**src/adc_test_regs.vh**
```
// constants for output coding and test pattern generation
`ifndef ADC_TEST_REGS_VH
`define ADC_TEST_REGS_VH

// ----------------------------------------
// test mode codes
// ----------------------------------------
`define TM_OFF          4'h0
`define TM_MIDSCALE     4'h1
`define TM_POS_FS       4'h2
`define TM_NEG_FS       4'h3
`define TM_CHECKER      4'h4
`define TM_LONG_PRBS    4'h5
`define TM_SHORT_PRBS   4'h6
`define TM_WORD_TOGGLE  4'h7
`define TM_USER         4'h8
`define TM_BIT_TOGGLE   4'h9
`define TM_SYNC         4'hA
`define TM_ONE_BIT      4'hB
`define TM_MIXED        4'hC

// ----------------------------------------
// fixed words, 16-bit and 12-bit forms
// ----------------------------------------
`define P16_MID         16'h8000
`define P12_MID         12'h800
`define P16_POS_FS      16'hFFFC
`define P12_POS_FS      12'hFFF
`define P16_NEG_FS      16'h0000
`define P12_NEG_FS      12'h000
`define P16_CHECK_A     16'hAAA8
`define P12_CHECK_A     12'hAAA
`define P16_CHECK_B     16'h5554
`define P12_CHECK_B     12'h555
`define P16_SYNC        16'h01FC
`define P12_SYNC        12'h03F
`define P16_MIXED       16'hA19C
`define P12_MIXED       12'hA33

// ----------------------------------------
// sample and sequence sizes
// ----------------------------------------
`define SAMPLE_BITS     14
`define SAMPLE_MAX      14'h3FFF
`define SAMPLE_MIN      14'h0000
`define SHORT_STAGES    9
`define SHORT_TAP       5
`define LONG_STAGES     23
`define LONG_TAP        18

`endif

```
**src/adc_output_coding_test_pattern_gen.v**
```verilog
// output word coding and test pattern generator for one converter channel
`timescale 1ns/100ps
`include "adc_test_regs.vh"

module adc_output_coding_test_pattern_gen #(
    parameter SAMPLE_W = 14,
    parameter WORD_W   = 16
) (
    // clock and reset
    input  wire                core_clk,
    input  wire                reset_n,
    // pins from outside the clock domain
    input  wire                sample_clk,
    input  wire                serial_io_or_sleep_pin,
    input  wire                port_select_n,
    // converter core sample
    input  wire [SAMPLE_W-1:0] adc_code,
    input  wire                over_range_pos,
    input  wire                over_range_neg,
    // configuration
    input  wire [3:0]          test_mode,
    input  wire                offset_binary_sel,
    input  wire                word_len_12,
    input  wire                lsb_first,
    input  wire [WORD_W-1:0]   user_word1,
    input  wire [WORD_W-1:0]   user_word2,
    input  wire                long_prbs_reset,
    input  wire                short_prbs_reset,
    input  wire                soft_power_down,
    // output words
    output reg  [WORD_W-1:0]   out_word_reg,
    output reg                 word_strobe_reg,
    output reg                 word_phase_reg,
    output reg                 drive_enable_reg,
    // status
    output reg                 power_down_reg,
    output reg                 test_active_reg
);

    // ----------------------------------------
    // local helpers
    // ----------------------------------------
    // twelve or sixteen bit form
    function [15:0] pick;
        input        w12;
        input [15:0] p16;
        input [11:0] p12;
        begin
            pick = w12 ? {p12, 4'h0} : p16;
        end
    endfunction

    function formatted;
        input [3:0] mode;
        begin
            case (mode)
                `TM_OFF, `TM_MIDSCALE, `TM_POS_FS, `TM_NEG_FS,
                `TM_LONG_PRBS, `TM_SHORT_PRBS: formatted = 1'b1;
                default: formatted = 1'b0;
            endcase
        end
    endfunction

    function two_word;
        input [3:0] mode;
        begin
            case (mode)
                `TM_CHECKER, `TM_WORD_TOGGLE, `TM_USER: two_word = 1'b1;
                default: two_word = 1'b0;
            endcase
        end
    endfunction

    function [15:0] reverse_word;
        input [15:0] w;
        input        w12;
        integer i;
        begin
            reverse_word = 16'h0000;
            for (i = 0; i < 16; i = i + 1) begin
                reverse_word[15-i] = w[i];
            end
            if (w12) begin
                reverse_word = {reverse_word[11:0], 4'h0};
            end
        end
    endfunction

    // ----------------------------------------
    // pin synchronisers
    // ----------------------------------------
    wire [2:0] pin_lvl;
    wire       sample_lvl;
    wire       sleep_lvl;
    wire       port_off_lvl;

    sync_3ff #(
        .WIDTH     (3),
        .RESET_VAL (0)
    ) u_pin_sync (
        .core_clk  (core_clk),
        .reset_n   (reset_n),
        .pin_in    ({port_select_n, serial_io_or_sleep_pin, sample_clk}),
        .level_out (pin_lvl)
    );

    assign sample_lvl   = pin_lvl[0];
    assign sleep_lvl    = pin_lvl[1];
    assign port_off_lvl = pin_lvl[2];

    // ----------------------------------------
    // frame tick and power down
    // ----------------------------------------
    reg  sample_prev_reg;
    reg  [3:0] mode_prev_reg;
    wire frame_tick;
    wire pd_active;
    wire run_tick;
    wire mode_change;
    wire word_load;

    assign frame_tick  = sample_lvl & ~sample_prev_reg;
    // pin controls power when port unused
    assign pd_active   = port_off_lvl ? sleep_lvl : soft_power_down;
    assign run_tick    = frame_tick & ~pd_active;
    assign mode_change = (test_mode != mode_prev_reg);
    assign word_load   = run_tick & ~mode_change;

    // ----------------------------------------
    // sequence generators
    // ----------------------------------------
    wire [13:0] short_word;
    wire [13:0] long_word;
    wire        short_adv;
    wire        long_adv;

    assign short_adv = run_tick & (test_mode == `TM_SHORT_PRBS);
    assign long_adv  = run_tick & (test_mode == `TM_LONG_PRBS);

    prbs_gen #(
        .STAGES (`SHORT_STAGES),
        .TAP    (`SHORT_TAP),
        .WORD   (`SAMPLE_BITS),
        .INVERT (0)
    ) u_short_prbs (
        .core_clk (core_clk),
        .reset_n  (reset_n),
        .restart  (short_prbs_reset),
        .advance  (short_adv),
        .word     (short_word)
    );

    prbs_gen #(
        .STAGES (`LONG_STAGES),
        .TAP    (`LONG_TAP),
        .WORD   (`SAMPLE_BITS),
        .INVERT (0)
    ) u_long_prbs (
        .core_clk (core_clk),
        .reset_n  (reset_n),
        .restart  (long_prbs_reset),
        .advance  (long_adv),
        .word     (long_word)
    );

    // ----------------------------------------
    // sample coding
    // ----------------------------------------
    reg [13:0] clamped;
    reg [15:0] sample_word;

    always @* begin
        if (over_range_pos) begin
            clamped = `SAMPLE_MAX;
        end else if (over_range_neg) begin
            clamped = `SAMPLE_MIN;
        end else begin
            clamped = adc_code;
        end
        sample_word = pick(word_len_12, {clamped, 2'b00}, clamped[13:2]);
    end

    // ----------------------------------------
    // pattern selection
    // ----------------------------------------
    reg  [15:0] raw_word;
    reg  [15:0] coded_word;
    reg  [15:0] next_word;
    wire        phase_b;

    assign phase_b = word_phase_reg & two_word(test_mode);

    always @* begin
        raw_word = sample_word;
        case (test_mode)
            `TM_OFF: begin
                raw_word = sample_word;
            end
            `TM_MIDSCALE: begin
                raw_word = pick(word_len_12, `P16_MID, `P12_MID);
            end
            `TM_POS_FS: begin
                raw_word = pick(word_len_12, `P16_POS_FS, `P12_POS_FS);
            end
            `TM_NEG_FS: begin
                raw_word = pick(word_len_12, `P16_NEG_FS, `P12_NEG_FS);
            end
            `TM_CHECKER: begin
                raw_word = phase_b ? pick(word_len_12, `P16_CHECK_B, `P12_CHECK_B)
                                   : pick(word_len_12, `P16_CHECK_A, `P12_CHECK_A);
            end
            `TM_LONG_PRBS: begin
                raw_word = {long_word, 2'b00};
            end
            `TM_SHORT_PRBS: begin
                raw_word = {short_word, 2'b00};
            end
            `TM_WORD_TOGGLE: begin
                raw_word = phase_b ? pick(word_len_12, `P16_NEG_FS, `P12_NEG_FS)
                                   : pick(word_len_12, `P16_POS_FS, `P12_POS_FS);
            end
            `TM_USER: begin
                raw_word = phase_b ? pick(word_len_12, user_word2, user_word2[15:4])
                                   : pick(word_len_12, user_word1, user_word1[15:4]);
            end
            `TM_BIT_TOGGLE: begin
                raw_word = pick(word_len_12, `P16_CHECK_A, `P12_CHECK_A);
            end
            `TM_SYNC: begin
                raw_word = pick(word_len_12, `P16_SYNC, `P12_SYNC);
            end
            `TM_ONE_BIT: begin
                raw_word = pick(word_len_12, `P16_MID, `P12_MID);
            end
            `TM_MIXED: begin
                raw_word = pick(word_len_12, `P16_MIXED, `P12_MIXED);
            end
            // codes 13 to 15 pass the sample word, msb never inverted
            default: begin
                raw_word = sample_word;
            end
        endcase
        coded_word = raw_word;
        if (formatted(test_mode) && !offset_binary_sel) begin
            coded_word[15] = ~raw_word[15];
        end
        next_word = lsb_first ? reverse_word(coded_word, word_len_12) : coded_word;
    end

    // ----------------------------------------
    // output registers
    // ----------------------------------------
    always @(posedge core_clk or negedge reset_n) begin
        if (!reset_n) begin
            sample_prev_reg  <= 1'b0;
            mode_prev_reg    <= `TM_OFF;
            out_word_reg     <= 16'h0000;
            word_strobe_reg  <= 1'b0;
            word_phase_reg   <= 1'b0;
        end else begin
            sample_prev_reg  <= sample_lvl;
            mode_prev_reg    <= test_mode;
            // strobe only with a new word
            word_strobe_reg  <= word_load;
            if (pd_active) begin
                out_word_reg   <= 16'h0000;
                word_phase_reg <= 1'b0;
            end else if (mode_change) begin
                word_phase_reg <= 1'b0;
            end else if (run_tick) begin
                out_word_reg   <= next_word;
                word_phase_reg <= two_word(test_mode) & ~word_phase_reg;
            end
        end
    end

    // ----------------------------------------
    // status registers
    // ----------------------------------------
    always @(posedge core_clk or negedge reset_n) begin
        if (!reset_n) begin
            power_down_reg   <= 1'b0;
            drive_enable_reg <= 1'b0;
            test_active_reg  <= 1'b0;
        end else begin
            power_down_reg   <= pd_active;
            drive_enable_reg <= ~pd_active;
            test_active_reg  <= (test_mode != `TM_OFF);
        end
    end

endmodule // adc_output_coding_test_pattern_gen

```
**src/prbs_gen.v**
```verilog
// fibonacci sequence generator, one word of bits per advance
`timescale 1ns/100ps

module prbs_gen #(
    parameter STAGES = 9,
    parameter TAP    = 5,
    parameter WORD   = 14,
    parameter INVERT = 0
) (
    // clock and reset
    input  wire            core_clk,
    input  wire            reset_n,
    // control
    input  wire            restart,
    input  wire            advance,
    // next word, first bit in msb
    output wire [WORD-1:0] word
);

    reg [STAGES-1:0] state_reg;
    reg [STAGES-1:0] state_next;
    reg [WORD-1:0]   word_bits;

    // ----------------------------------------
    // unrolled word of sequence steps
    // ----------------------------------------
    always @* begin : step
        integer i;
        reg [STAGES-1:0] s;
        reg fb;
        i = 0;
        s = state_reg;
        fb = 1'b0;
        word_bits = {WORD{1'b0}};
        for (i = 0; i < WORD; i = i + 1) begin
            word_bits[WORD-1-i] = s[STAGES-1];
            fb = s[STAGES-1] ^ s[TAP-1];
            s = {s[STAGES-2:0], fb};
        end
        state_next = s;
    end

    assign word = (INVERT != 0) ? ~word_bits : word_bits;

    // ----------------------------------------
    // state, seeded all ones
    // ----------------------------------------
    always @(posedge core_clk or negedge reset_n) begin
        if (!reset_n) begin
            state_reg <= {STAGES{1'b1}};
        end else if (restart) begin
            state_reg <= {STAGES{1'b1}};
        end else if (advance) begin
            state_reg <= state_next;
        end
    end

endmodule // prbs_gen

```
**src/sync_3ff.v**
```verilog
// three-stage pin synchroniser with agreement filter
`timescale 1ns/100ps

module sync_3ff #(
    parameter WIDTH     = 1,
    parameter RESET_VAL = 0
) (
    // clock and reset
    input  wire             core_clk,
    input  wire             reset_n,
    // pins in, filtered levels out
    input  wire [WIDTH-1:0] pin_in,
    output wire [WIDTH-1:0] level_out
);

    localparam [WIDTH-1:0] INIT = RESET_VAL[WIDTH-1:0];

    reg [WIDTH-1:0] s1_reg;
    reg [WIDTH-1:0] s2_reg;
    reg [WIDTH-1:0] s3_reg;
    reg [WIDTH-1:0] lvl_reg;
    wire [WIDTH-1:0] agree;

    assign agree     = ~(s2_reg ^ s3_reg);
    assign level_out = lvl_reg;

    always @(posedge core_clk or negedge reset_n) begin
        if (!reset_n) begin
            s1_reg  <= INIT;
            s2_reg  <= INIT;
            s3_reg  <= INIT;
            lvl_reg <= INIT;
        end else begin
            s1_reg  <= pin_in;
            s2_reg  <= s1_reg;
            s3_reg  <= s2_reg;
            lvl_reg <= (agree & s3_reg) | (~agree & lvl_reg);
        end
    end

endmodule // sync_3ff

```
**config.mk**
```make
export PLATFORM = sky130hd
export DESIGN_NAME = adc_output_coding_test_pattern_gen
export DESIGN_NICKNAME = d
export VERILOG_FILES = /design/src/adc_output_coding_test_pattern_gen.v /design/src/prbs_gen.v /design/src/sync_3ff.v
export VERILOG_INCLUDE_DIRS = /design/src
export SDC_FILE = /design/constraint.sdc
export NUM_CORES = 1
export LEC_CHECK = 0
export BUFFER_PORTS_ARGS = -buffer_cell sky130_fd_sc_hd__buf_4
export CAP_MARGIN = 20
export CORE_UTILIZATION = 30
export CTS_BUF_LIST = sky130_fd_sc_hd__clkbuf_2 sky130_fd_sc_hd__clkbuf_4 sky130_fd_sc_hd__clkbuf_8
export DETAILED_ROUTE_END_ITERATION = 8
export GPL_ROUTABILITY_DRIVEN = 0
export PLACE_DENSITY = 0.47
export SYNTH_ARGS = -nofsm -noshare
export SYNTH_HDL_FRONTEND = slang
export SYNTH_HIERARCHICAL = 1
export SYNTH_SLANG_ARGS = --single-unit
```
**constraint.sdc**
```tcl
create_clock -name core_clk -period 1.76 [get_ports core_clk]
set_input_delay 0 -clock core_clk [delete_from_list [all_inputs] [get_ports core_clk]]
set_output_delay 0 -clock core_clk [all_outputs]
set_load 0.01 [all_outputs]
```
# Word-level counts from Yosys, hierarchy flattened
# Cells that the tools add are included.
[word_totals]
regBits = 70
inputBits = 63
out_inout_bits = 21
elab_cells = 119
[classes]
n_eq_ne = 14
n_mux = 33
bitwise = 46
n_reduce_logical = 12
[op_table]
columns = ["op", "count"]
rows = [
  ["$pmux W16 S11", 1],
  ["$mux W16", 8],
  ["$mux W23", 2],
  ["$mux W14", 2],
  ["$xor A1 B1 Y1", 28],
  ["$eq A4 B4 Y1 const B", 5],
  ["$mux W10", 2],
  ["$mux W4", 5],
  ["$mux W9", 2],
  ["$eq A4 B3 Y1 const B", 4],
  ["$mux W1", 10],
  ["$eq A4 B2 Y1 const B", 2],
  ["$and A1 B1 Y1", 7],
  ["$and A3 B3 Y3", 2],
  ["$not A3 Y3", 2],
  ["$reduce_bool A2 Y1", 3],
  ["$reduce_or A6 Y1", 1],
  ["$not A1 Y1", 5],
  ["$eq A4 B1 Y1 const B", 1],
  ["$logic_not A4 Y1", 1],
  ["$ne A4 B4 Y1", 1],
  ["$reduce_bool A4 Y1", 1],
  ["$mux W3", 1],
  ["$or A3 B3 Y3", 1],
  ["other kinds (8)", 8],
]

# Longest topological paths before layout
# Gate-level depths: netlist of run 1.
[logic_depth]
word_depth = 13
ltp_mapped = 9
mapped_depth_nobuf = 7

# Cells and area by module
# Netlist of run 1, hierarchy kept.
[by_module_without_submodules]
columns = ["mod", "instances", "cells_each", "area_per_inst_um2", "seq_area_each_um2"]
rows = [
  ["adc_output_coding_test_pattern_gen", 1, 286, 2328.5, 650.6],
  ["prbs_gen (u_long_prbs)", 1, 90, 1072.3, 604.3],
  ["prbs_gen (u_short_prbs)", 1, 53, 519.2, 236.5],
  ["sync_3ff", 1, 15, 334.1, 300.3],
]

# Worst setup path before layout of run 1
# Ideal clock, no wire load.
[synth_timing]
path_kind = "reg2reg"
from = "register (tool-made name)"
to = "register u_long_prbs.state_reg[18]"
setup_ns = 0.082
t_arrival_ns = 1.830
required_ns = 1.678
setup_slack_ns = -0.151
path_stages_with_launch = 7
path_buffers = 1
period_less_slack_ns = 1.911
path_cell_list = "dfrtp_1 > mux2_2 > or3_1 > nor2_1 > buf_6 > nor2b_1 > a211o_1"
[synth_lines]
columns = ["item", "line", "source"]
rows = [
  ["end signal: assignment", "prbs_gen.v:50", "state_reg <= {STAGES{1'b1}};"],
  ["end signal: assignment", "prbs_gen.v:52", "state_reg <= {STAGES{1'b1}};"],
  ["end signal: assignment", "prbs_gen.v:54", "state_reg <= state_next;"],
  ["end: declaration", "prbs_gen.v:20", "reg [STAGES-1:0] state_reg;"],
]

==> run_results.csv, run 1 <==
group,metric,value,unit
sta,fin_hold_ws,0.0196,ns
sta,finalCriticalPeriod,1.90,ns
detailed_routing,postRouteAntennaNets,0,
synth,yosysUniqueCellTypes,69,
detailed_routing,wl,14.7,mm
clock_network,cts_buffers,9,
die,die_x,121,um
setup_path,r2r_cells,6,
sta,max_freq,527,MHz
clock_network,cts_tree,"done",
sta,finalCritPeriodShare,1.08,
setup_path,critPathBufInv,1,
global_route,grt_max_degree,38,
setup_path,cp.required,2.05,ns
sta,slew_viol_final,0,
cells_and_area,diodes,0,
setup_path,max_stage_delay,0.41,ns
synth,ys_warn_count,6,
setup_path,cp-start-kind,"flip-flop",
clock_network,cts_root_buffer,"clkbuf_8",
sta,clock_skew,0.0106,ns
detailed_routing,viasPerCell,5.27,
synth,ys_ff_latch,70,
sta,setup_viol_count_final,45,
setup_path,path_cells,"mux2_4 > or3_4 > nor2_4 > inv_4 > o21ai_1 > or3b_1",
min_path,min_path_type,"input pin to asynchronous set/reset pin",
sta,rsz0062_at_grt,"yes",
setup_path,cp_max_fo,8,
global_route,grt_pass1_vias,4191,
detailed_routing,vias,4238,
clock_network,cts_sinks,70,
synth,synth_edf_count,0,
placement,io_buffers,83,
detailed_routing,firstDrtPassIters,5,
clock_network,clkLatencyLatePin,0.37,ns
global_route,grt_pass1_wl,22.7,mm
global_route,antenna_found_initial,0,
sta,hold_violations,0,
setup_path,worst-setup-path-type,"flip-flop to flip-flop",
clock_network,ctsLongestPathBuffers,2,
global_route,gr-total-overflow,0,
status,status,"finished, violations left",
cells_and_area,nNetsFinal,682,
synth,netlist_instances,444,
cells_and_area,largest_reg_flops,23,
sta,finalWorstSetupSlack,-0.139,ns
die,rows,43,
sta,final.setup.tns,-3.13,ns
synth,synth.avg_cell_area,9.58,um^2
detailed_routing,drc,0,
placement,place_ws,-0.305,ns
synth,synthArstFlopShare,1.00,
setup_path,crit_slowest_cell,"or3_4",
die,floorplan.die_area,0.0147,mm^2
pwr,p_leak,2.70,nW
die,ioPinCount,84,
status,violations,"setup timing",
setup_path,rrSetupSlack,-0.14,ns
setup_path,crit_path_end_kind,"flip-flop",
die,start_util,0.306,
die,dieHeight,121,um
die,core_area,0.0139,mm^2
flow_run,cap_violations,0,
detailed_routing,drt_first_iter_violations,305,
setup_path,r2r_end,"u_short_prbs/state_reg[5]$_DFFE_PN1P_",
sta,tightest_slew,0.606,ns
synth,synth_fp_nets,507,
setup_path,arrival,2.18,ns
cells_and_area,drive_above_1_share,0.511,
synth,synth.yosys.seq_area_share,0.421,
cells_and_area,fillers,1339,
clock_network,htreeDepth,3,
global_route,grtUsageTotal,0.205,
placement,dp_hpwl,10.7,mm
synth,synth.cell_area,0.00425,mm^2
clock_network,cts.clk_slew.worst_paths,0.08,ns
pwr,irDropWorstVdd,0.505,mV
detailed_routing,wire_per_inst,18.3,um
synth,synth_ff_type,"dfrtp_1",
cells_and_area,area_delta_synth_final,55.9,%
pwr,power.density,593,mW/mm^2
setup_path,critPathTopFamily,"simple AND/OR/NAND/NOR gates",
sta,max_slew_margin,0.595,
worst max path at each step:
stage,endpoint,slack (ns),depth (start not counted)
finish,u_short_prbs/state_reg[5]$_DFFE_PN1P_,-0.14,6
global route,u_short_prbs/state_reg[8]$_DFFE_PN1P_,-0.20,6
CTS,u_short_prbs/state_reg[8]$_DFFE_PN1P_,-0.15,6
detailed placement,out_word_reg[5]$_DFFE_PN0P_,-0.31,6
global placement,out_word_reg[5]$_DFFE_PN0P_,-0.28,7
floorplan,out_word_reg[12]$_DFFE_PN0P_,-0.05,6
repair_timing:
action                                  in CTS  in global routing
buffers inserted                            11                  5
endpoints found under the setup margin      47                 48
hold buffers                                 7                  1
resized for setup                           56                 49
cloned                                       1                  0
pin swaps                                   37                 22
hold endpoints to repair                    86                  9
power by group:
part / switching [mW] / internal [mW]
combinational: 0.443 / 0.438
clock: 0.688 / 0.680
sequential: 0.0249 / 1.66
Yosys cell counts, types with 3 or more instances:
| cell | instances | share of area |
|---|---|---|
| and2b_1 | 3 | 0.0053 |
| nand2b_1 | 5 | 0.0074 |
| buf_2 | 13 | 0.015 |
| or4_1 | 3 | 0.0053 |
| mux2i_1 | 9 | 0.021 |
| a41oi_1 | 3 | 0.0062 |
| a22oi_1 | 11 | 0.019 |
| o211ai_1 | 4 | 0.0071 |
| a22o_1 | 6 | 0.012 |
| nand3b_1 | 3 | 0.0053 |
| a31oi_1 | 4 | 0.0059 |
| o21a_1 | 4 | 0.0071 |
| and3b_1 | 7 | 0.014 |
| nor2b_1 | 14 | 0.021 |
| nand2_1 | 32 | 0.028 |
| nor3_1 | 24 | 0.028 |
| nor2_1 | 17 | 0.015 |
| xor2_1 | 5 | 0.010 |
| o21ai_0 | 20 | 0.024 |
| inv_1 | 9 | 0.0079 |
| dfrtp_1 | 38 | 0.22 |
| a31o_1 | 3 | 0.0062 |
| or3b_1 | 4 | 0.0082 |
| a211o_1 | 12 | 0.025 |
| and2_1 | 5 | 0.0074 |
| mux2_2 | 6 | 0.016 |
| o21ai_1 | 7 | 0.0082 |
| o22ai_1 | 4 | 0.0059 |
| buf_6 | 4 | 0.011 |
| a21oi_1 | 33 | 0.039 |
| maj3_2 | 3 | 0.0079 |
| xnor2_1 | 23 | 0.047 |
| clkbuf_1 | 12 | 0.011 |
| a221oi_1 | 4 | 0.0082 |
| nand3_1 | 5 | 0.0059 |
| dfstp_2 | 32 | 0.20 |
| o31ai_1 | 7 | 0.012 |
kinds of logic (layout without fill, tap and decap cells):
kind of cell,after synthesis,count (layout),share of synthesized area
AND/OR/NAND/NOR,132,132,0.171
adder cells (fa/ha/maj),3,3,0.00794
buffers and inverters,44,224,0.0541
AO/OA/AOI/OAI,152,152,0.251
flip-flops,70,70,0.421
multiplexers,15,15,0.0371
XOR/XNOR,28,28,0.0576
per-stage QoR:
stage | util | instance area [um^2] | power, mW | std cells
detailed placement | 0.411 | 5710 | 2.47 | 765
global route | 0.478 | 6630 | 4.11 | 804
global placement | 0.411 | 5710 | 2.46 | 765
finish | 0.478 | 6630 | 3.93 | 804
CTS | 0.457 | 6340 | 3.93 | 800
floorplan | - | 4310 | 2.05 | 444
cells in the final DEF (no fill, tap or decap), types with 10 or more instances in the layout:
| master | n |
|---|---|
| buf_4 | 168 |
| a21oi_2 | 11 |
| a211o_1 | 12 |
| dfstp_2 | 32 |
| o21ai_1 | 13 |
| nor2_1 | 13 |
| o21ai_0 | 12 |
| xnor2_1 | 23 |
| a21oi_1 | 22 |
| nand2_1 | 32 |
| dfrtp_1 | 37 |
| nor2b_1 | 10 |
| nor3_1 | 17 |
cell type report:
type	instances	area [um^2]	area share
clock buffers	10	131	0.0198
clock inverters	6	71.3	0.0108
inverters	10	40.0	0.00604
multi-input cells	330	2680	0.404
flip-flops and latches	70	1790	0.270
well taps	180	225	0.0339
repair buffers	198	1700	0.256
worst register-to-register path: stages, from the launching register on:
cell	delay, ns
dfrtp_1	0.40
mux2_4	0.32
or3_4	0.41
nor2_4	0.15
inv_4	0.07
o21ai_1	0.12
or3b_1	0.35
layer usage:
metal  wire length [um]  vias to the layer above  share of wire  track usage
li1                   -                     1992              -            -
met5                  0                        -              0            0
met2               6630                      159           0.45        0.307
met3                849                       18          0.058       0.0437
met1               6950                     2069           0.47        0.294
met4                296                        0          0.020       0.0640
Power figures use the tool's default switching activity.
==> inputs of run 2 (changes only) <==
--- a/config.mk
+++ b/config.mk
@@ -12,8 +12,8 @@
 export CTS_BUF_LIST = sky130_fd_sc_hd__clkbuf_2 sky130_fd_sc_hd__clkbuf_4 sky130_fd_sc_hd__clkbuf_8
 export DETAILED_ROUTE_END_ITERATION = 8
 export GPL_ROUTABILITY_DRIVEN = 0
+export GPL_TIMING_DRIVEN = 0
 export PLACE_DENSITY = 0.47
 export SYNTH_ARGS = -nofsm -noshare
 export SYNTH_HDL_FRONTEND = slang
-export SYNTH_HIERARCHICAL = 1
 export SYNTH_SLANG_ARGS = --single-unit
==> constraint.sdc (replaced) <==
create_clock -name core_clk -period 1.74 [get_ports core_clk]
set_input_delay 0 -clock core_clk [delete_from_list [all_inputs] [get_ports core_clk]]
set_output_delay 0 -clock core_clk [all_outputs]
set_load 0.01 [all_outputs]
==> run_results.csv, run 2 <==
group,metric,value,unit
cells_and_area,largest_reg_flops,23,
synth,synth.cell_area,0.00425,mm^2
synth,synth_fp_nets,514,
clock_network,clkLatencyLatePin,0.38,ns
setup_path,worst-setup-path-type,"flip-flop to flip-flop",
sta,max_freq,470,MHz
cells_and_area,diodes,0,
pwr,p_int,2.75,mW
clock_network,cts.clk_slew.worst_paths,0.07,ns
pwr,switching_power,1.11,mW
cells_and_area,nNetsFinal,645,
global_route,grt_max_degree,71,
setup_path,path_cells,"nor3b_4 > a22o_1 > buf_6 > o221a_1 > o32a_1 > nand3_1 > o21ai_1 > a221o_1",
placement,dpl.cell_count,713,
setup_path,cp.required,2.00,ns
die,rows,43,
sta,hold_violations,0,
synth,synth.avg_cell_area,9.43,um^2
die,core_area,0.0138,mm^2
global_route,grt_pass1_vias,4037,
cells_and_area,post-route-util,0.439,
pwr,irDropWorstVdd,0.446,mV
pwr,p_total,3.86,mW
placement,io_buffers,82,
pwr,p_leak,2.50,nW
sta,finalCritPeriodShare,1.22,
sta,tightest_slew,0.887,ns
cells_and_area,final_cell_mix,"buf_4, nor2_1, dfrtp_1, nand2_1, dfstp_2",
setup_path,cp-start-kind,"flip-flop",
clock_network,cts_tree,"done",
detailed_routing,wire_per_inst,18.2,um
detailed_routing,firstDrtPassIters,7,
setup_path,crit_slowest_cell,"dfrtp_2",
flow_run,cap_violations,0,
global_route,grt_pass1_wl,21.9,mm
min_path,min_path_type,"input pin to flip-flop",
cells_and_area,drive_above_1_share,0.424,
cells_and_area,fin_cells,767,
die,die_x,121,um
cells_and_area,layout_commonest_cell,"buf_4",
clock_network,cts_root_buffer,"clkbuf_8",
sta,finalCriticalPeriod,2.13,ns
detailed_routing,postRouteAntennaNets,0,
cells_and_area,fin_area,0.00607,mm^2
global_route,gr-total-overflow,0,
global_route,grtUsageTotal,0.198,
setup_path,critPathTopFamily,"compound AO/OA/AOI/OAI gates",
pwr,p_comb_frac,0.202,
synth,yosys.cell_count.top_type,"nor2_1",
synth,ys_warn_count,0,
sta,setup_viol_count_final,48,
sta,finalWorstSetupSlack,-0.387,ns
clock_network,cts_sinks,70,
synth,synth_top_cell_by_area,"dfrtp_1",
die,floorplan.die_area,0.0147,mm^2
detailed_routing,drc,0,
status,status,"finished, violations left",
setup_path,cp_max_fo,7,
pwr,switching_share,0.288,
pwr,seq_power_share,0.441,
placement,dp_hpwl,10.1,mm
global_route,antenna_found_initial,0,
die,start_util,0.307,
synth,ys_ff_latch,70,
setup_path,crit_path_end_kind,"flip-flop",
sta,rsz0062_at_grt,"yes",
synth,synth.area.top_cells,"dfrtp_1, dfstp_2, xnor2_1, a211o_1, nor2_1",
setup_path,critPathBufInv,1,
pwr,power.density,636,mW/mm^2
pwr,p_clk_frac,0.357,
detailed_routing,wl,13.9,mm
synth,synth.yosys.seq_area_share,0.421,
clock_network,cts_buffers,9,
synth,synthArstFlopShare,1.00,
synth,yosysUniqueCellTypes,68,
synth,synth_common_cells,"nor2_1, nand2_1, dfrtp_1",
synth,synth_ff_type,"dfrtp_1",
die,ioPinCount,84,
sta,clock_skew,0.0105,ns
cells_and_area,area_delta_synth_final,42.9,%
detailed_routing,drt_first_iter_violations,174,
synth,netlist_instances,451,
synth,synth_edf_count,0,
detailed_routing,vias,4018,
sta,slew_viol_final,0,
placement,place_area,0.00514,mm^2
clock_network,ctsLongestPathBuffers,2,
status,violations,"setup timing",
setup_path,max_stage_delay,0.45,ns
detailed_routing,viasPerCell,5.24,
sta,max_slew_margin,0.409,
setup_path,arrival,2.39,ns
synth,yosysTopAreaCellShare,0.224,
sta,fin_hold_ws,0.0354,ns
clock_network,htreeDepth,3,
die,dieHeight,121,um
[run 2: cell count changes after synthesis, sizes merged, moves of 6 or more]
cell    before  now
a21oi       35   23
nand3b       3   10
and3b        7    1
nor3        24   10
a211o       12   21
nor2        17   47
clkbuf      12   18
nand2       32   45
[run 2: per-stage QoR]
stage / setup slack [ns] / TNS, ns
2_1_floorplan: -0.263 / -2.62
3_3_place_gp: -0.704 / -20.21
3_5_place_dp: -0.718 / -20.05
4_1_cts: -0.413 / -8.44
5_1_grt: -0.532 / -12.30
6_report: -0.387 / -7.75
[run 2: cell type report]
cell class	count	area (um^2)
plain buffers	32	241
clock buffers	11	145
clock inverters	5	58.8
fillers	1334	7750
inverters	9	33.8
multi-input cells	338	2580
flip-flops and latches	70	1790
well taps	180	225
repair buffers	122	993
[run 2: routing by layer]
layer,vias up,GRT usage,wire length [um],share of wire
met2,115,0.325,6750,0.48
met5,-,0,0,0
met4,0,0.0610,214,0.015
li1,1906,-,-,-
met3,16,0.0470,706,0.051
met1,1981,0.257,6280,0.45
[run 2: power groups by stage]
stage	Clock, mW	Combinational [mW]	Sequential (mW)
after floorplan	0	0.360	1.73
after global placement	0	0.656	1.73
after detailed placement	0	0.658	1.73
after CTS	1.43	0.741	1.70
after global routing	1.49	0.841	1.71
final	1.38	0.780	1.70
[run 2: kinds of logic after synthesis]
kind of cell / share of synthesized area
flip-flops: 0.421
multiplexers: 0.0350
adder cells (fa/ha/maj): 0.00706
AO/OA/AOI/OAI: 0.237
XOR/XNOR: 0.0739
AND/OR/NAND/NOR: 0.180
buffers and inverters: 0.0462
[run 2: worst paths after layout]
kind                            cells past startpoint                        endpoint  slack (ns)                           start
worst min register to register                      0  u_pin_sync.s2_reg[1]$_DFF_PN0_        0.35  u_pin_sync.s1_reg[1]$_DFF_PN0_
worst max register to register                      8     out_word_reg[8]$_DFFE_PN0P_       -0.39      word_phase_reg$_DFFE_PN0P_
worst max-delay path                                8     out_word_reg[8]$_DFFE_PN0P_       -0.39      word_phase_reg$_DFFE_PN0P_
worst min-delay path                                4     out_word_reg[3]$_DFFE_PN0P_        0.04                     adc_code[1]
max in group asynchronous                           2      word_phase_reg$_DFFE_PN0P_        0.85                         reset_n
min in group asynchronous                           2  u_pin_sync.s2_reg[2]$_DFF_PN0_        0.28                         reset_n
[run 2: worst min-delay path, stage by stage]
cell and delay, ns:
buf_4 0.08, a21oi_1 0.08, nand3b_1 0.16, nand2_1 0.06
[run 2: timing repair]
action / 4_1_cts / 5_1_grt
setup endpoints to repair: 48 / 49
endpoints found under the hold margin: 53 / 0
gates resized for setup: 52 / 47
gates cloned: 4 / 0
pin swaps: 37 / 29
setup buffers: 20 / 5
hold buffers: 12 / 0
